===== src/hw/fis_defs.vh =====
`ifndef FIS_DEFS_VH
`define FIS_DEFS_VH

// ==========================================================
// Timing
`define FIS_CLK_KHZ 100000
`define FIS_WAKE_PERIOD_MS 1000
`define FIS_WAKE_PERIOD_CYC (`FIS_WAKE_PERIOD_MS * `FIS_CLK_KHZ)
`define FIS_SAMPLE_GAP_CYC 8'h32
`define FIS_SAMPLES 6'h3f

// ==========================================================
// Register offsets (byte addresses)
`define FIS_REG_CTRL 8'h00
`define FIS_REG_STATUS 8'h04
`define FIS_REG_INT_STAT 8'h08
`define FIS_REG_INT_MASK 8'h0c
`define FIS_REG_FAULT_THR 8'h10
`define FIS_REG_XOVER 8'h14
`define FIS_REG_GAIN_LO 8'h18
`define FIS_REG_GAIN_HI 8'h1c
`define FIS_REG_I_RMS 8'h20
`define FIS_REG_V_RMS 8'h24
`define FIS_REG_DAC_CODE 8'h28

// ==========================================================
// Fields and reset values
`define FIS_CTRL_RUN 0
`define FIS_CTRL_STBY 1
`define FIS_DUTY_LSB 8
`define FIS_DUTY_MSB 14
`define FIS_DUTY_RST 7'h10
`define FIS_PCT_STEPS 7'h64
`define FIS_INT_DONE 0
`define FIS_INT_FAULT 1
`define FIS_INT_TEST 2
`define FIS_INT_WAKE 3
`define FIS_FAULT_THR_RST 16'h0100
`define FIS_XOVER_RST 16'h0080
`define FIS_GAIN_LO_RST 16'h0200
`define FIS_GAIN_HI_RST 16'h0100
`define FIS_DAC_CODE_RST 10'h200

// ==========================================================
// Converter and mode encodings
`define FIS_OFFSET_CODE 11'h200
`define FIS_CH_CUR_LO 2'h0
`define FIS_CH_CUR_HI 2'h1
`define FIS_CH_VOLT 2'h2
`define FIS_OSC_8MHZ 4'h3
`define FIS_MODE_ACTIVE 2'h0
`define FIS_MODE_STBY 2'h1
`define FIS_MODE_TEST 2'h2

`endif


===== src/hw/fis_isqrt.v =====
`default_nettype none
// ==========================================================
// Bit-serial integer square root, 10 cycles per result
module fis_isqrt (
  // Clock and reset
  input wire pclk,
  input wire presetn,
  input wire ce,
  // Request
  input wire go,
  input wire [19:0] radicand,
  // Result
  output reg [9:0] root,
  output reg done
);
  reg [19:0] rad_q;
  reg [3:0] bitp;
  reg busy;
  wire [9:0] trial;
  wire [19:0] tsq;

  // One trial bit per cycle keeps the multiplier small
  assign trial = root | (10'h001 << bitp);
  assign tsq = trial * trial;

  // Restoring search from the top bit down
  always @(posedge pclk or negedge presetn) begin
    if (!presetn) begin
      rad_q <= 20'h00000;
      bitp <= 4'h0;
      busy <= 1'b0;
      root <= 10'h000;
      done <= 1'b0;
    end else if (ce) begin
      if (go) begin
        rad_q <= radicand;
        root <= 10'h000;
        bitp <= 4'h9;
        busy <= 1'b1;
        done <= 1'b0;
      end else if (busy) begin
        if (tsq <= rad_q)
          root <= trial;
        if (bitp == 4'h0) begin
          busy <= 1'b0;
          done <= 1'b1;
        end else begin
          bitp <= bitp - 4'h1;
        end
      end else begin
        done <= 1'b0;
      end
    end
  end
endmodule // fis_isqrt
`default_nettype wire


===== src/hw/fis_seq.v =====
`include "fis_defs.vh"
`default_nettype none
// ==========================================================
// Fault indicator mode sequencer with APB register file
module fis_seq #(
  parameter PERIOD_CYC = `FIS_WAKE_PERIOD_CYC
) (
  // Clock, reset, enable
  input wire pclk,
  input wire presetn,
  input wire ce,
  // APB slave
  input wire psel,
  input wire penable,
  input wire pwrite,
  input wire [7:0] paddr,
  input wire [31:0] pwdata,
  output reg [31:0] prdata,
  output reg pready,
  output reg pslverr,
  // Field inputs
  input wire magnet_n,
  input wire comp_trip,
  // Converter
  output reg adc_start,
  output reg [1:0] adc_chan,
  input wire adc_done,
  input wire [9:0] adc_data,
  // DAC request towards the I2C master
  output reg dac_req,
  output reg [9:0] dac_code,
  input wire dac_ack,
  // Board controls
  output reg fault_led,
  output reg rail_en,
  output reg ana_sel,
  output reg test_flag,
  output reg wdt_en,
  output reg [3:0] osc_sel,
  output reg irq
);
  // Full-width step count, cut to the counter width on purpose
  localparam [31:0] PCT_FULL = PERIOD_CYC / 100 - 1;
  localparam [23:0] PCT_LAST = PCT_FULL[23:0];
  localparam [3:0] S_INIT = 4'h0;
  localparam [3:0] S_IDLE = 4'h1;
  localparam [3:0] S_DAC = 4'h2;
  localparam [3:0] S_TRIG = 4'h3;
  localparam [3:0] S_WAIT = 4'h4;
  localparam [3:0] S_SQI = 4'h5;
  localparam [3:0] S_SQV = 4'h6;
  localparam [3:0] S_SCALE = 4'h7;
  localparam [3:0] S_DECIDE = 4'h8;

  // ==========================================================
  // Declarations
  reg mag_s1, mag_s2, mag_d, cmp_s1, cmp_s2, cmp_d;
  reg ctrl_run, ctrl_stby;
  reg [6:0] duty, pct_idx;
  reg [3:0] int_stat, int_mask, state, ev;
  reg [15:0] fault_thr, xover, gain_lo, gain_hi, i_rms, v_rms;
  reg [23:0] pct_cnt;
  reg pend_tick, pend_cmp, pend_mag;
  reg [7:0] gap_cnt;
  reg [5:0] smp_cnt;
  reg phase, gain_hi_path, sq_go, sq_wait;
  reg [25:0] acc_i, acc_v;
  reg [9:0] root_i, root_v;
  wire [9:0] sq_root, mag_abs;
  wire sq_done, acc_ok, wr, tick, take_mag, take_run;
  wire [10:0] corr;
  wire [19:0] sq, sq_in;
  wire [25:0] prod_i;
  wire [3:0] w1c;

  // ==========================================================
  // Register decode
  function addr_ok(input [7:0] a);
    addr_ok = (a[1:0] == 2'h0) && (a <= `FIS_REG_DAC_CODE);
  endfunction

  function [31:0] rd_word(input [7:0] a);
    case (a)
      `FIS_REG_CTRL: rd_word = {17'h0, duty, 6'h0, ctrl_stby, ctrl_run};
      `FIS_REG_STATUS: rd_word = {23'h0, cmp_s2, ~mag_s2, gain_hi_path,
        (state != S_IDLE), rail_en, fault_led, test_flag,
        test_flag ? `FIS_MODE_TEST :
        (ctrl_stby ? `FIS_MODE_STBY : `FIS_MODE_ACTIVE)};
      `FIS_REG_INT_STAT: rd_word = {28'h0, int_stat};
      `FIS_REG_INT_MASK: rd_word = {28'h0, int_mask};
      `FIS_REG_FAULT_THR: rd_word = {16'h0, fault_thr};
      `FIS_REG_XOVER: rd_word = {16'h0, xover};
      `FIS_REG_GAIN_LO: rd_word = {16'h0, gain_lo};
      `FIS_REG_GAIN_HI: rd_word = {16'h0, gain_hi};
      `FIS_REG_I_RMS: rd_word = {16'h0, i_rms};
      `FIS_REG_V_RMS: rd_word = {16'h0, v_rms};
      `FIS_REG_DAC_CODE: rd_word = {22'h0, dac_code};
      default: rd_word = 32'h0;
    endcase
  endfunction

  assign acc_ok = psel & penable & pready;
  assign wr = acc_ok & pwrite & addr_ok(paddr);
  assign w1c = (wr && paddr == `FIS_REG_INT_STAT) ? pwdata[3:0] : 4'h0;

  // ==========================================================
  // APB slave: one wait state, pready from a flop
  always @(posedge pclk or negedge presetn) begin
    if (!presetn) begin
      pready <= 1'b0;
      pslverr <= 1'b0;
      prdata <= 32'h0;
    end else if (ce) begin
      pready <= psel & penable & ~pready;
      pslverr <= psel & penable & ~pready & ~addr_ok(paddr);
      if (psel & penable & ~pready)
        prdata <= (pwrite | ~addr_ok(paddr)) ? 32'h0 : rd_word(paddr);
    end
  end

  // Software-written registers
  always @(posedge pclk or negedge presetn) begin
    if (!presetn) begin
      ctrl_run <= 1'b1;
      ctrl_stby <= 1'b0;
      duty <= `FIS_DUTY_RST;
      int_mask <= 4'h0;
      fault_thr <= `FIS_FAULT_THR_RST;
      xover <= `FIS_XOVER_RST;
      gain_lo <= `FIS_GAIN_LO_RST;
      gain_hi <= `FIS_GAIN_HI_RST;
      dac_code <= `FIS_DAC_CODE_RST;
    end else if (ce && wr) begin
      case (paddr)
        `FIS_REG_CTRL: begin
          ctrl_run <= pwdata[`FIS_CTRL_RUN];
          ctrl_stby <= pwdata[`FIS_CTRL_STBY];
          duty <= pwdata[`FIS_DUTY_MSB:`FIS_DUTY_LSB];
        end
        `FIS_REG_INT_MASK: int_mask <= pwdata[3:0];
        `FIS_REG_FAULT_THR: fault_thr <= pwdata[15:0];
        `FIS_REG_XOVER: xover <= pwdata[15:0];
        `FIS_REG_GAIN_LO: gain_lo <= pwdata[15:0];
        `FIS_REG_GAIN_HI: gain_hi <= pwdata[15:0];
        `FIS_REG_DAC_CODE: dac_code <= pwdata[9:0];
        default: ;
      endcase
    end
  end

  // Sticky events; a new event beats a same-cycle clear
  always @(posedge pclk or negedge presetn) begin
    if (!presetn) begin
      int_stat <= 4'h0;
      irq <= 1'b0;
    end else if (ce) begin
      int_stat <= (int_stat & ~w1c) | ev;
      irq <= |(int_stat & int_mask);
    end
  end

  // ==========================================================
  // Input synchronisers; only stage two and its delayed copy feed any logic
  always @(posedge pclk or negedge presetn) begin
    if (!presetn) begin
      mag_s1 <= 1'b1;
      mag_s2 <= 1'b1;
      mag_d <= 1'b1;
      cmp_s1 <= 1'b0;
      cmp_s2 <= 1'b0;
      cmp_d <= 1'b0;
    end else if (ce) begin
      mag_s1 <= magnet_n;
      mag_s2 <= mag_s1;
      mag_d <= mag_s2;
      cmp_s1 <= comp_trip;
      cmp_s2 <= cmp_s1;
      cmp_d <= cmp_s2;
    end
  end

  // ==========================================================
  // Wake timer: period split into 100 percent steps
  assign tick = (pct_idx == `FIS_PCT_STEPS - 7'h1) && (pct_cnt == PCT_LAST);

  always @(posedge pclk or negedge presetn) begin
    if (!presetn) begin
      pct_cnt <= 24'h0;
      pct_idx <= 7'h0;
    end else if (ce) begin
      if (pct_cnt == PCT_LAST) begin
        pct_cnt <= 24'h0;
        pct_idx <= tick ? 7'h0 : pct_idx + 7'h1;
      end else begin
        pct_cnt <= pct_cnt + 24'h1;
      end
    end
  end

  // Pending wake causes; set wins over the take
  assign take_mag = (state == S_IDLE) && pend_mag;
  assign take_run = (state == S_IDLE) && !pend_mag && (pend_tick | pend_cmp);

  always @(posedge pclk or negedge presetn) begin
    if (!presetn) begin
      pend_tick <= 1'b0;
      pend_cmp <= 1'b0;
      pend_mag <= 1'b0;
    end else if (ce) begin
      // Hall output may lag by one refresh; an edge is enough
      pend_mag <= (mag_d & ~mag_s2) | (pend_mag & ~take_mag);
      pend_cmp <= (ctrl_stby & cmp_s2 & ~cmp_d) |
                  (pend_cmp & ~take_run);
      pend_tick <= (tick & ctrl_run & ~ctrl_stby) |
                   (pend_tick & ~take_run);
    end
  end

  // ==========================================================
  // Sample datapath: offset removal and squaring
  assign corr = {1'b0, adc_data} - `FIS_OFFSET_CODE;
  assign mag_abs = corr[10] ? ~corr[9:0] + 10'h001 : corr[9:0];
  assign sq = mag_abs * mag_abs;
  assign sq_in = (state == S_SQI) ? acc_i[25:6] : acc_v[25:6];
  assign prod_i = root_i * (gain_hi_path ? gain_hi : gain_lo);

  fis_isqrt u_isqrt (
    .pclk(pclk),
    .presetn(presetn),
    .ce(ce),
    .go(sq_go),
    .radicand(sq_in),
    .root(sq_root),
    .done(sq_done)
  );

  // ==========================================================
  // Sequencer
  always @(posedge pclk or negedge presetn) begin
    if (!presetn) begin
      state <= S_INIT;
      gap_cnt <= 8'h0;
      smp_cnt <= 6'h0;
      phase <= 1'b0;
      gain_hi_path <= 1'b1;
      sq_go <= 1'b0;
      sq_wait <= 1'b0;
      acc_i <= 26'h0;
      acc_v <= 26'h0;
      root_i <= 10'h0;
      root_v <= 10'h0;
      i_rms <= 16'h0;
      v_rms <= 16'h0;
      ev <= 4'h0;
      adc_start <= 1'b0;
      adc_chan <= `FIS_CH_CUR_HI;
      dac_req <= 1'b0;
      fault_led <= 1'b0;
      rail_en <= 1'b0;
      ana_sel <= 1'b0;
      test_flag <= 1'b0;
      wdt_en <= 1'b1;
      osc_sel <= 4'h0;
    end else if (ce) begin
      ev <= 4'h0;
      adc_start <= 1'b0;
      sq_go <= 1'b0;
      // Rail only inside the active window or a running burst
      if (state != S_INIT)
        rail_en <= (state != S_IDLE) | take_mag | take_run |
                   (ctrl_run & ~ctrl_stby & (pct_idx < duty));
      case (state)
        S_INIT: begin
          wdt_en <= 1'b0;
          osc_sel <= `FIS_OSC_8MHZ;
          state <= S_IDLE;
        end
        S_IDLE: begin
          acc_i <= 26'h0;
          acc_v <= 26'h0;
          smp_cnt <= 6'h0;
          phase <= 1'b0;
          gap_cnt <= 8'h0;
          if (take_mag) begin
            test_flag <= 1'b1;
            ana_sel <= 1'b1;
            dac_req <= 1'b1;
            ev[`FIS_INT_TEST] <= 1'b1;
            state <= S_DAC;
          end else if (take_run) begin
            ev[`FIS_INT_WAKE] <= pend_cmp;
            state <= S_TRIG;
          end
        end
        S_DAC: begin
          if (dac_ack) begin
            dac_req <= 1'b0;
            state <= S_TRIG;
          end
        end
        S_TRIG: begin
          // Fixed spacing stands in for the conversion timer
          if (gap_cnt == `FIS_SAMPLE_GAP_CYC) begin
            gap_cnt <= 8'h0;
            adc_start <= 1'b1;
            adc_chan <= phase ? `FIS_CH_VOLT :
                        (gain_hi_path ? `FIS_CH_CUR_HI : `FIS_CH_CUR_LO);
            state <= S_WAIT;
          end else begin
            gap_cnt <= gap_cnt + 8'h1;
          end
        end
        S_WAIT: begin
          if (adc_done) begin
            phase <= ~phase;
            if (phase) begin
              acc_v <= acc_v + {6'h0, sq};
              smp_cnt <= smp_cnt + 6'h1;
              state <= (smp_cnt == `FIS_SAMPLES) ? S_SQI : S_TRIG;
            end else begin
              acc_i <= acc_i + {6'h0, sq};
              state <= S_TRIG;
            end
          end
        end
        S_SQI: begin
          if (!sq_wait) begin
            sq_go <= 1'b1;
            sq_wait <= 1'b1;
          end else if (sq_done) begin
            root_i <= sq_root;
            sq_wait <= 1'b0;
            state <= S_SQV;
          end
        end
        S_SQV: begin
          if (!sq_wait) begin
            sq_go <= 1'b1;
            sq_wait <= 1'b1;
          end else if (sq_done) begin
            root_v <= sq_root;
            sq_wait <= 1'b0;
            state <= S_SCALE;
          end
        end
        S_SCALE: begin
          i_rms <= prod_i[23:8];
          v_rms <= {6'h0, root_v};
          ev[`FIS_INT_DONE] <= 1'b1;
          state <= S_DECIDE;
        end
        S_DECIDE: begin
          // Self-test passes when the emulated fault is seen
          if (i_rms > fault_thr) begin
            fault_led <= ~fault_led;
            ev[`FIS_INT_FAULT] <= 1'b1;
          end
          gain_hi_path <= ~(i_rms > xover);
          test_flag <= 1'b0;
          ana_sel <= 1'b0;
          state <= S_IDLE;
        end
        default: state <= S_IDLE;
      endcase
    end
  end
endmodule // fis_seq
`default_nettype wire

===== config.mk =====
export PLATFORM = sky130hd
export DESIGN_NAME = fis_seq
export DESIGN_NICKNAME = d
export VERILOG_FILES = /design/src/hw/fis_isqrt.v /design/src/hw/fis_seq.v
export VERILOG_INCLUDE_DIRS = /design/src /design/src/hw
export SDC_FILE = /design/constraint.sdc
export NUM_CORES = 1
export LEC_CHECK = 0
export ABC_AREA = 1
export BUFFER_PORTS_ARGS = -buffer_cell sky130_fd_sc_hd__clkbuf_2
export CORE_UTILIZATION = 64
export DETAILED_ROUTE_END_ITERATION = 7
export PLACE_DENSITY = 0.82
export SLEW_MARGIN = 20
export SYNTH_ARGS = -nofsm -noshare
export SYNTH_HDL_FRONTEND = slang
export SYNTH_SLANG_ARGS = --single-unit

===== constraint.sdc =====
create_clock -name pclk -period 8.3 [get_ports pclk]
set_input_delay 0.415 -clock pclk [delete_from_list [all_inputs] [get_ports pclk]]
set_output_delay 0.415 -clock pclk [all_outputs]
set_load 0.005 [all_outputs]

Word level (Yosys, flattened, before mapping). Index checks and enable logic that the tools add are counted.

Reduce and logical (&&, ||, !) cells: 50. $add $sub $neg: 9. Shifts and indexed selects: 1. Order comparisons: 5. Equal/unequal tests: 36. Muxes and demuxes: 66. Multiply operators: 3. Bitwise logic cells: 40.

Operators with widths (count): $pmux W16 S11 (1); $mux W26 (4); $pmux W26 S2 (2); $add A26 B20 Y26 (2); $mux W4 (13); $mul A10 B10 Y20 (2); $mux W10 (4); $reduce_and A2 Y1 (17); $eq A8 B5 Y1 const B (4); $eq A8 B6 Y1 const B (4); $gt A16 B16 Y1 (2); $mux W32 (1); $pmux W4 S7 (1); $add A24 B1 Y24 const B (1); $eq A24 B20 Y1 const B (1); $mul A10 B16 Y24 (1); $mux W24 (1); $mux W1 (23); $le A20 B20 Y1 (1); $mux W20 (1); $reduce_and A4 Y1 (5); $ne A2 B2 Y1 const B (9); $reduce_and A3 Y1 (6); $and A1 B1 Y1 (16); other kinds (46) (88).

Bits in registers: 335. Bits of input ports: 60. Logic and storage cells: 262. Output and inout bits: 58.

Longest topological paths before layout. Gate-level depths: netlist of run 1.

Depth in word-level cells: 9. Depth in mapped cells: 40. Gate-level depth less buffers: 40.

Hierarchy. From an unflattened synthesis of run 1, not the netlist that was laid out.

Cell total of the unflattened synthesis: 3879. Area, all modules: 29200.5 um2.

Modules (own cells, without submodules): fis_seq (times used 1, cells each 3231, sequential area each 7098.1 um2, area an instance 24292.0 um2); fis_isqrt (times used 1, cells each 648, sequential area each 900.9 um2, area an instance 4908.5 um2).

Worst setup path after synthesis of run 1. No wires, ideal clock.

Kind: input port to flip-flop. Start: in adc_data[0]. End: reg acc_i[21]. Data required time: 8181 ps. Setup time: 119 ps. Buffers on the path: 0. Arrival time: 6743 ps. Cell stages on the path: 40. Setup slack: 1438 ps. Cells stage by stage: inv_2 -> ha_1 -> nand3_1 -> nor3_1 -> nand3_1 -> nand2_1 -> or2_2 -> nand2_1 -> inv_1 -> nor2_1 -> inv_1 -> fa_1 -> fa_1 -> inv_1 -> fa_1 -> fa_1 -> inv_1 -> fa_1 -> [... 4 more ...] -> a21oi_1 -> nand2_1 -> nand2_1 -> nand2_1 -> xor2_1 -> inv_1 -> ha_1 -> nand2_1 -> nor2_1 -> inv_1 -> nor3_1 -> nand4_1 -> nand3_1 -> nand2_1 -> nand2_1 -> nand3_1 -> nand2_1 -> nor2_1.

Cells in the longest elaborated chain, start to end: 9.

Ends and longest elaborated chain: from (decl) (RTL line fis_seq.v:28) `input wire [9:0] adc_data,`; $sub A10 B10 Y11 (no source line) *; $not A10 Y10 (RTL line fis_seq.v:222) `assign mag_abs = corr[10] ? ~corr[9:0] + 10'h001 : corr[9:0];`; $add A10 B1 Y10 (RTL line fis_seq.v:222); $mux W10 * (RTL line fis_seq.v:222); $mul A10 B10 Y20 * (RTL line fis_seq.v:223) `assign sq = mag_abs * mag_abs;`; $add A26 B20 Y26 * (RTL line fis_seq.v:321) `acc_i <= acc_i + {6'h0, sq};`; $mux W26 * (RTL line fis_seq.v:316) `if (phase) begin`; $mux W26 * (RTL line fis_seq.v:314) `if (adc_done) begin`; $pmux W26 S2 * (RTL line fis_seq.v:272) `case (state)`; to (signal assigned) (RTL line fis_seq.v:321); to (decl) (RTL line fis_seq.v:67) `reg [25:0] acc_i, acc_v;`.

Every way passes the cells marked *; elsewhere a longest branch is shown, timed or not. The select of a mux whose other input is x is not followed. A chain may end at the register's enable or synchronous reset.

Final worst setup path of run 1.
Start: reg u_isqrt.bitp[0]. End: reg u_isqrt.root[0].

Cells in the longest elaborated chain, start to end: 6. Elaborated cells between the ends (all ways): 9. Those cells by class: mul (1); order compare (1); shift (1); mux (3); bitwise (1); reduce/logical (2).

Ends and longest elaborated chain: from (decl) (RTL line fis_isqrt.v:17) `reg [3:0] bitp;`; from (signal assigned) (RTL line fis_isqrt.v:48) `bitp <= bitp - 4'h1;`; $shl A1 B4 Y10 * (RTL line fis_isqrt.v:23) `assign trial = root | (10'h001 << bitp);`; $or A10 B10 Y10 * (RTL line fis_isqrt.v:23); $mul A10 B10 Y20 (RTL line fis_isqrt.v:24) `assign tsq = trial * trial;`; $le A20 B20 Y1 (RTL line fis_isqrt.v:42) `if (tsq <= rad_q)`; $reduce_bool A2 Y1 (no source line); $reduce_and A3 Y1 (no source line); to (signal assigned) (RTL line fis_isqrt.v:43) `root <= trial;`; to (decl) (RTL line fis_isqrt.v:13) `output reg [9:0] root,`.

Marked as above.

==> results of run 1 <==
-- placed cells by master (no fill, tap or decap), types with 8 or more instances in the layout --
cell type / instances
buf_4: 24
o22ai_1: 35
conb_1: 25
o21ai_2: 12
dfstp_2: 13
clkbuf_16: 36
fa_1: 203
o21bai_1: 11
a221oi_1: 10
o31ai_1: 9
dfrtp_1: 306
ha_1: 253
nand2_4: 8
xnor2_1: 23
a21o_1: 13
a31oi_1: 12
inv_2: 10
nor4_1: 15
o21ai_0: 240
inv_1: 662
nand4_1: 48
nand2_2: 9
xor2_1: 35
nor3_1: 45
or2_2: 9
nand3_1: 138
nand2_1: 939
a21oi_1: 182
a211oi_1: 14
nor2_1: 321
o21ai_1: 80
clkbuf_2: 82
-- sequential cells by signal, indices dropped and copies added (netlist names), 8 cells and up --
signal / cells
u_isqrt.root: 10
i_rms: 16
gain_lo: 16
pct_cnt: 24
acc_v: 26
prdata: 16
acc_i: 26
root_v: 10
u_isqrt.rad_q: 20
gain_hi: 16
xover: 16
gap_cnt: 8
dac_code: 10
v_rms: 10
fault_thr: 16
root_i: 10
-- cell families after synthesis --
| family | Yosys count | share of synthesized area |
|---|---|---|
| multiplexers | 3 | 0.00107 |
| adder cells (fa/ha/maj) | 456 | 0.248 |
| flip-flops | 319 | 0.274 |
| AO/OA/AOI/OAI | 655 | 0.126 |
| AND/OR/NAND/NOR | 1566 | 0.225 |
| XOR/XNOR | 58 | 0.0174 |
| buffers and inverters | 782 | 0.108 |
| other | 2 | 0.000258 |
-- power by group through the flow --
stage | registers (mW) | clock network [mW] | logic [mW]
2_1_floorplan | 1.97 | 0 | 4.76
3_5_place_dp | 2.07 | 0 | 6.22
3_3_place_gp | 2.06 | 0 | 6.10
4_1_cts | 2.05 | 1.66 | 6.29
5_1_grt | 2.08 | 1.72 | 7.28
6_report | 2.06 | 1.65 | 6.35
-- worst register-to-register path, delay by kind of cell, from the launching register on --
kind,cells,cell delay [ps]
adder cells (fa/ha/maj),8,3470
AO/OA/AOI/OAI,6,1360
AND/OR/NAND/NOR,9,1340
buffers and inverters,8,870
flip-flops,1,390
XOR/XNOR,1,150
-- final timing paths --
kind	startpoint	end	slack, ps	cells after the start
min	presetn	prdata[11]$_DFFE_PN0P_	-7	1
max in group asynchronous	presetn	acc_v[14]$_DFFE_PN0P_	6870	2
max	u_isqrt.bitp[0]$_DFFE_PN0P_	u_isqrt.root[0]$_DFFE_PN0P_	580	32
min reg2reg	phase$_DFFE_PN0P_	adc_chan[0]$_DFFE_PN1P_	440	1
max reg2reg	u_isqrt.bitp[0]$_DFFE_PN0P_	u_isqrt.root[0]$_DFFE_PN0P_	580	32
min in group pclk	dac_ack	dac_req$_DFFE_PN0P_	70	2
-- stage by stage --
stage	setup slack (ps)	util	hold WS, ps	cells
3_5_place_dp	337	0.673	430	4462
4_1_cts	484	0.700	43.6	4525
3_3_place_gp	527	0.673	405	4462
5_1_grt	61.7	0.700	90.4	4525
6_report	578	0.700	-7.40	4525
2_1_floorplan	1440	-	119	3864
-- routing by layer --
layer | wire (µm) | vias up
met2 | 36300 | 923
met5 | 0 | -
met3 | 4870 | 172
met4 | 3020 | 0
met1 | 31200 | 12400
li1 | - | 12400
-- cell type report --
cell class / instances / area (µm²) / share of cell area
Clock buffer: 47 / 1000 / 0.0321
Tap cell: 592 / 741 / 0.0237
Inverter: 680 / 2550 / 0.0818
Clock inverter: 16 / 206 / 0.00661
Multi-Input combinational cell: 2763 / 18100 / 0.579
Sequential cell: 319 / 8000 / 0.256
Timing Repair Buffer: 108 / 626 / 0.0200
==> results.yml, run 1 <==
synthesis:
  synth.most_common_cell: "nand2_1"
  ys_warn_count: 0
  synth_commonest_cells: "nand2_1, inv_1, nor2_1"
  ys_ff_latch: 319
  avgSynthCellArea_um2: 7.59
  synth_area_um2: 29100
  synth_cells: 3841
  synth_area_leader_cell: "dfrtp_1"
  ys_types: 67
  synth_edf_count: 0
  ys.flop_type: "dfrtp_1"
  synthArstFlopShare: 1.00
  ys_top_cells_by_area: "dfrtp_1, fa_1, nand2_1"
  seq_area_frac_synth: 0.274
  synth_top_area_share: 0.263
global_route:
  track_usage: 0.331
  grt_pass1_vias: 24900
  grt_use_met1: 0.435
  overflow: 0
  antenna_found_initial: 0
  met3_usage: 0.0371
  grt_pass1_wl_um: 124000
  use_met2: 0.564
  grt_max_degree: 132
  grt-busiest-layer: "met2"
timing:
  tns_ps: 0
  period_share: 0.930
  fin_worst_skew_ps: 29.8
  max-slew-margin-rel: 0.355
  tightest_slew_ps: 968
  fmax_mhz: 129
  hold_viol_final: 3
  rsz0062_at_grt: "false"
  drv_slew: 0
  min_period_ps: 7720
  hold_slack_ps: -7.40
  setup_viol_count_final: 0
floorplanning:
  start_util: 0.653
  fp.dieW_um: 215
  rows: 77
  top_level_ports: 118
  die_area_um2: 46400
  core_um2: 44600
  dieHeight_um: 215
drt:
  ant_nets: 0
  drtIter0Drc: 2297
  drt-total-wl_um: 75400
  routed_via_density: 5.72
  route.detailed.drc: 0
  num_vias: 25900
  wl_per_cell_um: 16.7
  firstDrtPassIters: 8
clock_network:
  path_clk_slew_ps: 70
  cts_tree: "built"
  post_cts_buffers: 0
  numClockSinks: 319
  ctsLongestPathBuffers: 3
  cts_buffers: 35
  htree_levels: 2
  cts_resized: 0
  clk_latency_ps: 540
  cts_root_buffer: "clkbuf_16"
  postCtsHoldBufs: 0
setup_path:
  crit_family: "adder cells"
  crit_arrival_ps: 8130
  max_stage_delay_ps: 550
  crit_top_cell: "inv_1"
  critPathMaxFanout: 10
  crit_slowest_cell: "fa_1"
  cp.required_ps: 8710
  path_class: "reg -> reg"
  path_buf_inv: 8
  start_kind: "flop"
  crit_path_end_kind: "flop"
worst_hold_path:
  worstHoldPathType: "in -> async"
power:
  p_per_area_nw_per_um2: 322
  power_mw: 10.1
  ir_drop_mv: 0.395
  internal_power_mw: 4.95
  p_leak_nw: 16.7
  p_seq_frac: 0.205
  p_switching_mw: 5.11
  clock_power_share: 0.164
  pwr-share-comb: 0.631
  swShare: 0.508
layout:
  n_antenna_cell: 0
  syn2layout_area_growth_pct: 7.12
  layout-drive-gt1-share: 0.0636
  finalInstanceArea_um2: 31200
  nets: 4423
  nFillCells: 3642
outcome:
  violations: "hold timing"
  status: "complete, but fails checks"
place:
  portBuffers: 83
  place_area_um2: 30000
  dp_hpwl_um: 58400
  place_congestion: 0.993
job:
  max_cap_viol_count: 0
(Power assumes the default switching activity.)
==> run 2: changes to the inputs <==
--- a/config.mk
+++ b/config.mk
@@ -7,7 +7,7 @@
 export NUM_CORES = 1
 export LEC_CHECK = 0
 export ABC_AREA = 1
-export BUFFER_PORTS_ARGS = -buffer_cell sky130_fd_sc_hd__clkbuf_2
+export BUFFER_PORTS_ARGS = -buffer_cell sky130_fd_sc_hd__buf_2
 export CORE_UTILIZATION = 64
 export DETAILED_ROUTE_END_ITERATION = 7
 export PLACE_DENSITY = 0.82
==> run 2 against run 1 <==
Against the previous run:
- the flow now finishes without violations
- clock skew is 6.3 ps lower
- maximum frequency about the same
- sequential share of layout area hardly changed
- design area about the same
- first-iteration DRC count rose by 3.8%
- critical endpoint is now u_isqrt.root[4]$_DFFE_PN0P_
- critical path type unchanged
==> results.yml, run 2 (synthesis results as in run 1) <==
setup_path:
  path_class: "reg -> reg"
  max_stage_delay_ps: 550
  crit_path_end_kind: "flop"
  start_kind: "flop"
  path_buf_inv: 8
  reg2reg_setup_slack_ps: 580
  reg2reg_from: "u_isqrt.bitp[0]$_DFFE_PN0P_"
  crit_top_cell: "inv_1"
  critPathMaxFanout: 10
  r2r-end: "u_isqrt.root[4]$_DFFE_PN0P_"
  crit_slowest_cell: "fa_1"
  crit_family: "adder cells"
  crit_arrival_ps: 8150
  reg2regPathDepth: 32
  cp.required_ps: 8730
drt:
  highest_layer: "met4"
  drt-met1-wl_um: 30900
  route.detailed.drc: 0
  wl_met2_um: 36500
  num_vias: 25800
  routed_via_density: 5.70
  wl_per_cell_um: 16.8
  drt-total-wl_um: 76100
  firstDrtPassIters: 6
  wl_met3_um: 5050
  ant_nets: 0
  drtIter0Drc: 2385
timing:
  setup_viol_count_final: 0
  drv_slew: 0
  period_share: 0.931
  max-slew-margin-rel: 0.314
  tns_ps: 0
  fmax_mhz: 129
  rsz0062_at_grt: "false"
  tightest_slew_ps: 1020
  min_period_ps: 7720
  hold_slack_ps: 46.3
  hold_viol_final: 0
  fin_worst_skew_ps: 23.5
  fin_ws_ps: 576
global_route:
  antenna_found_initial: 1
  grt_pass1_wl_um: 125000
  grt_max_degree: 145
  overflow: 0
  grt_pass1_vias: 25200
  track_usage: 0.335
layout:
  layout-drive-gt1-share: 0.0630
  nets: 4424
  reg_top3: "acc_i (26), acc_v (26), pct_cnt (24)"
  layout_commonest_cell: "nand2_1"
  syn2layout_area_growth_pct: 7.14
  final_cell_mix: "nand2_1, inv_1, nor2_1"
  final_util: 0.700
floorplanning:
  fp.dieW_um: 215
  die_area_um2: 46400
  start_util: 0.653
  rows: 77
  core_um2: 44600
  top_level_ports: 118
  dieHeight_um: 215
clock_network:
  cts_root_buffer: "clkbuf_16"
  ctsLongestPathBuffers: 3
  post_cts_buffers: 0
  htree_levels: 2
  clk_latency_ps: 570
  path_clk_slew_ps: 70
  cts_buffers: 36
  numClockSinks: 319
  cts_tree: "built"
place:
  post-place-ws_ps: 385
  portBuffers: 83
  place_congestion: 1.01
  dp_hpwl_um: 58700
power:
  p_per_area_nw_per_um2: 323
  p_leak_nw: 16.7
  ir_drop_mv: 0.356
  power_mw: 10.1
worst_hold_path:
  worstHoldPathType: "in -> reg"
  worstHoldStart: "comp_trip"
  hold_depth: 3
  worstHoldEndpoint: "cmp_s1$_DFFE_PN0P_"
outcome:
  status: "finished, final reports clean"
job:
  max_cap_viol_count: 0
-- run 2: changes by cell type in the layout (fill, tap and decap cells not counted), sizes merged --
cell	previous run	this run
buf	26	107
clkbuf	129	52
clkinv	15	9
inv	675	679
bufinv	4	2
clkinvlp	2	4
diode	0	1
dlygate4sd3	0	1
-- run 2: cell type report --
cell class	instances	area [µm²]
Clock inverter	14	178
Fill cell	3678	13400
Clock buffer	52	1030
Inverter	680	2550
Multi-Input combinational cell	2763	18100
Sequential cell	319	8000
Timing Repair Buffer	108	628
Antenna cell	1	2.50
Tap cell	592	741
-- run 2: worst max-delay path by stage --
stage,from,to,slack [ps],depth (start not counted)
6_report,u_isqrt.bitp[0]$_DFFE_PN0P_,u_isqrt.root[4]$_DFFE_PN0P_,580,32
5_1_grt,u_isqrt.bitp[0]$_DFFE_PN0P_,u_isqrt.root[4]$_DFFE_PN0P_,80,32
4_1_cts,u_isqrt.bitp[0]$_DFFE_PN0P_,u_isqrt.root[4]$_DFFE_PN0P_,480,32
3_5_place_dp,adc_data[0],acc_v[25]$_DFFE_PN0P_,390,39
3_3_place_gp,adc_data[0],acc_v[25]$_DFFE_PN0P_,560,40
2_1_floorplan,adc_data[0],acc_i[21]$_DFFE_PN0P_,1440,40
-- run 2: timing repair --
action                     4_1_cts  5_1_grt
setup endpoints to repair        0       10
gates resized for setup          0        1
hold endpoints to repair       105        0
hold buffers                     1        0
-- run 2: per-layer routing --
metal | vias up | track usage
met5 | - | 0
met4 | 0 | 0.150
met3 | 193 | 0.0430
met2 | 988 | 0.570
met1 | 12300 | 0.428
li1 | 12400 | -
-- run 2: through the flow --
step	std cells	area (µm²)
6_report	4529	31200
3_5_place_dp	4461	30000
3_3_place_gp	4461	30000
5_1_grt	4529	31200
2_1_floorplan	3864	29200
4_1_cts	4528	31200
-- run 2: power by group --
part / leakage, nW / switching (mW) / total [mW] / internal [mW]
combinational: 11.9 / 4.22 / 6.38 / 2.16
clock: 0.578 / 0.701 / 1.65 / 0.945
sequential: 4.16 / 0.243 / 2.05 / 1.81
total: 16.7 / 5.17 / 10.1 / 4.92
-- run 2: tightest hold or removal path: cells and delay by family --
kind | cells | cell delay [ps]
buf+inv | 1 | 70
simple gates | 2 | 90
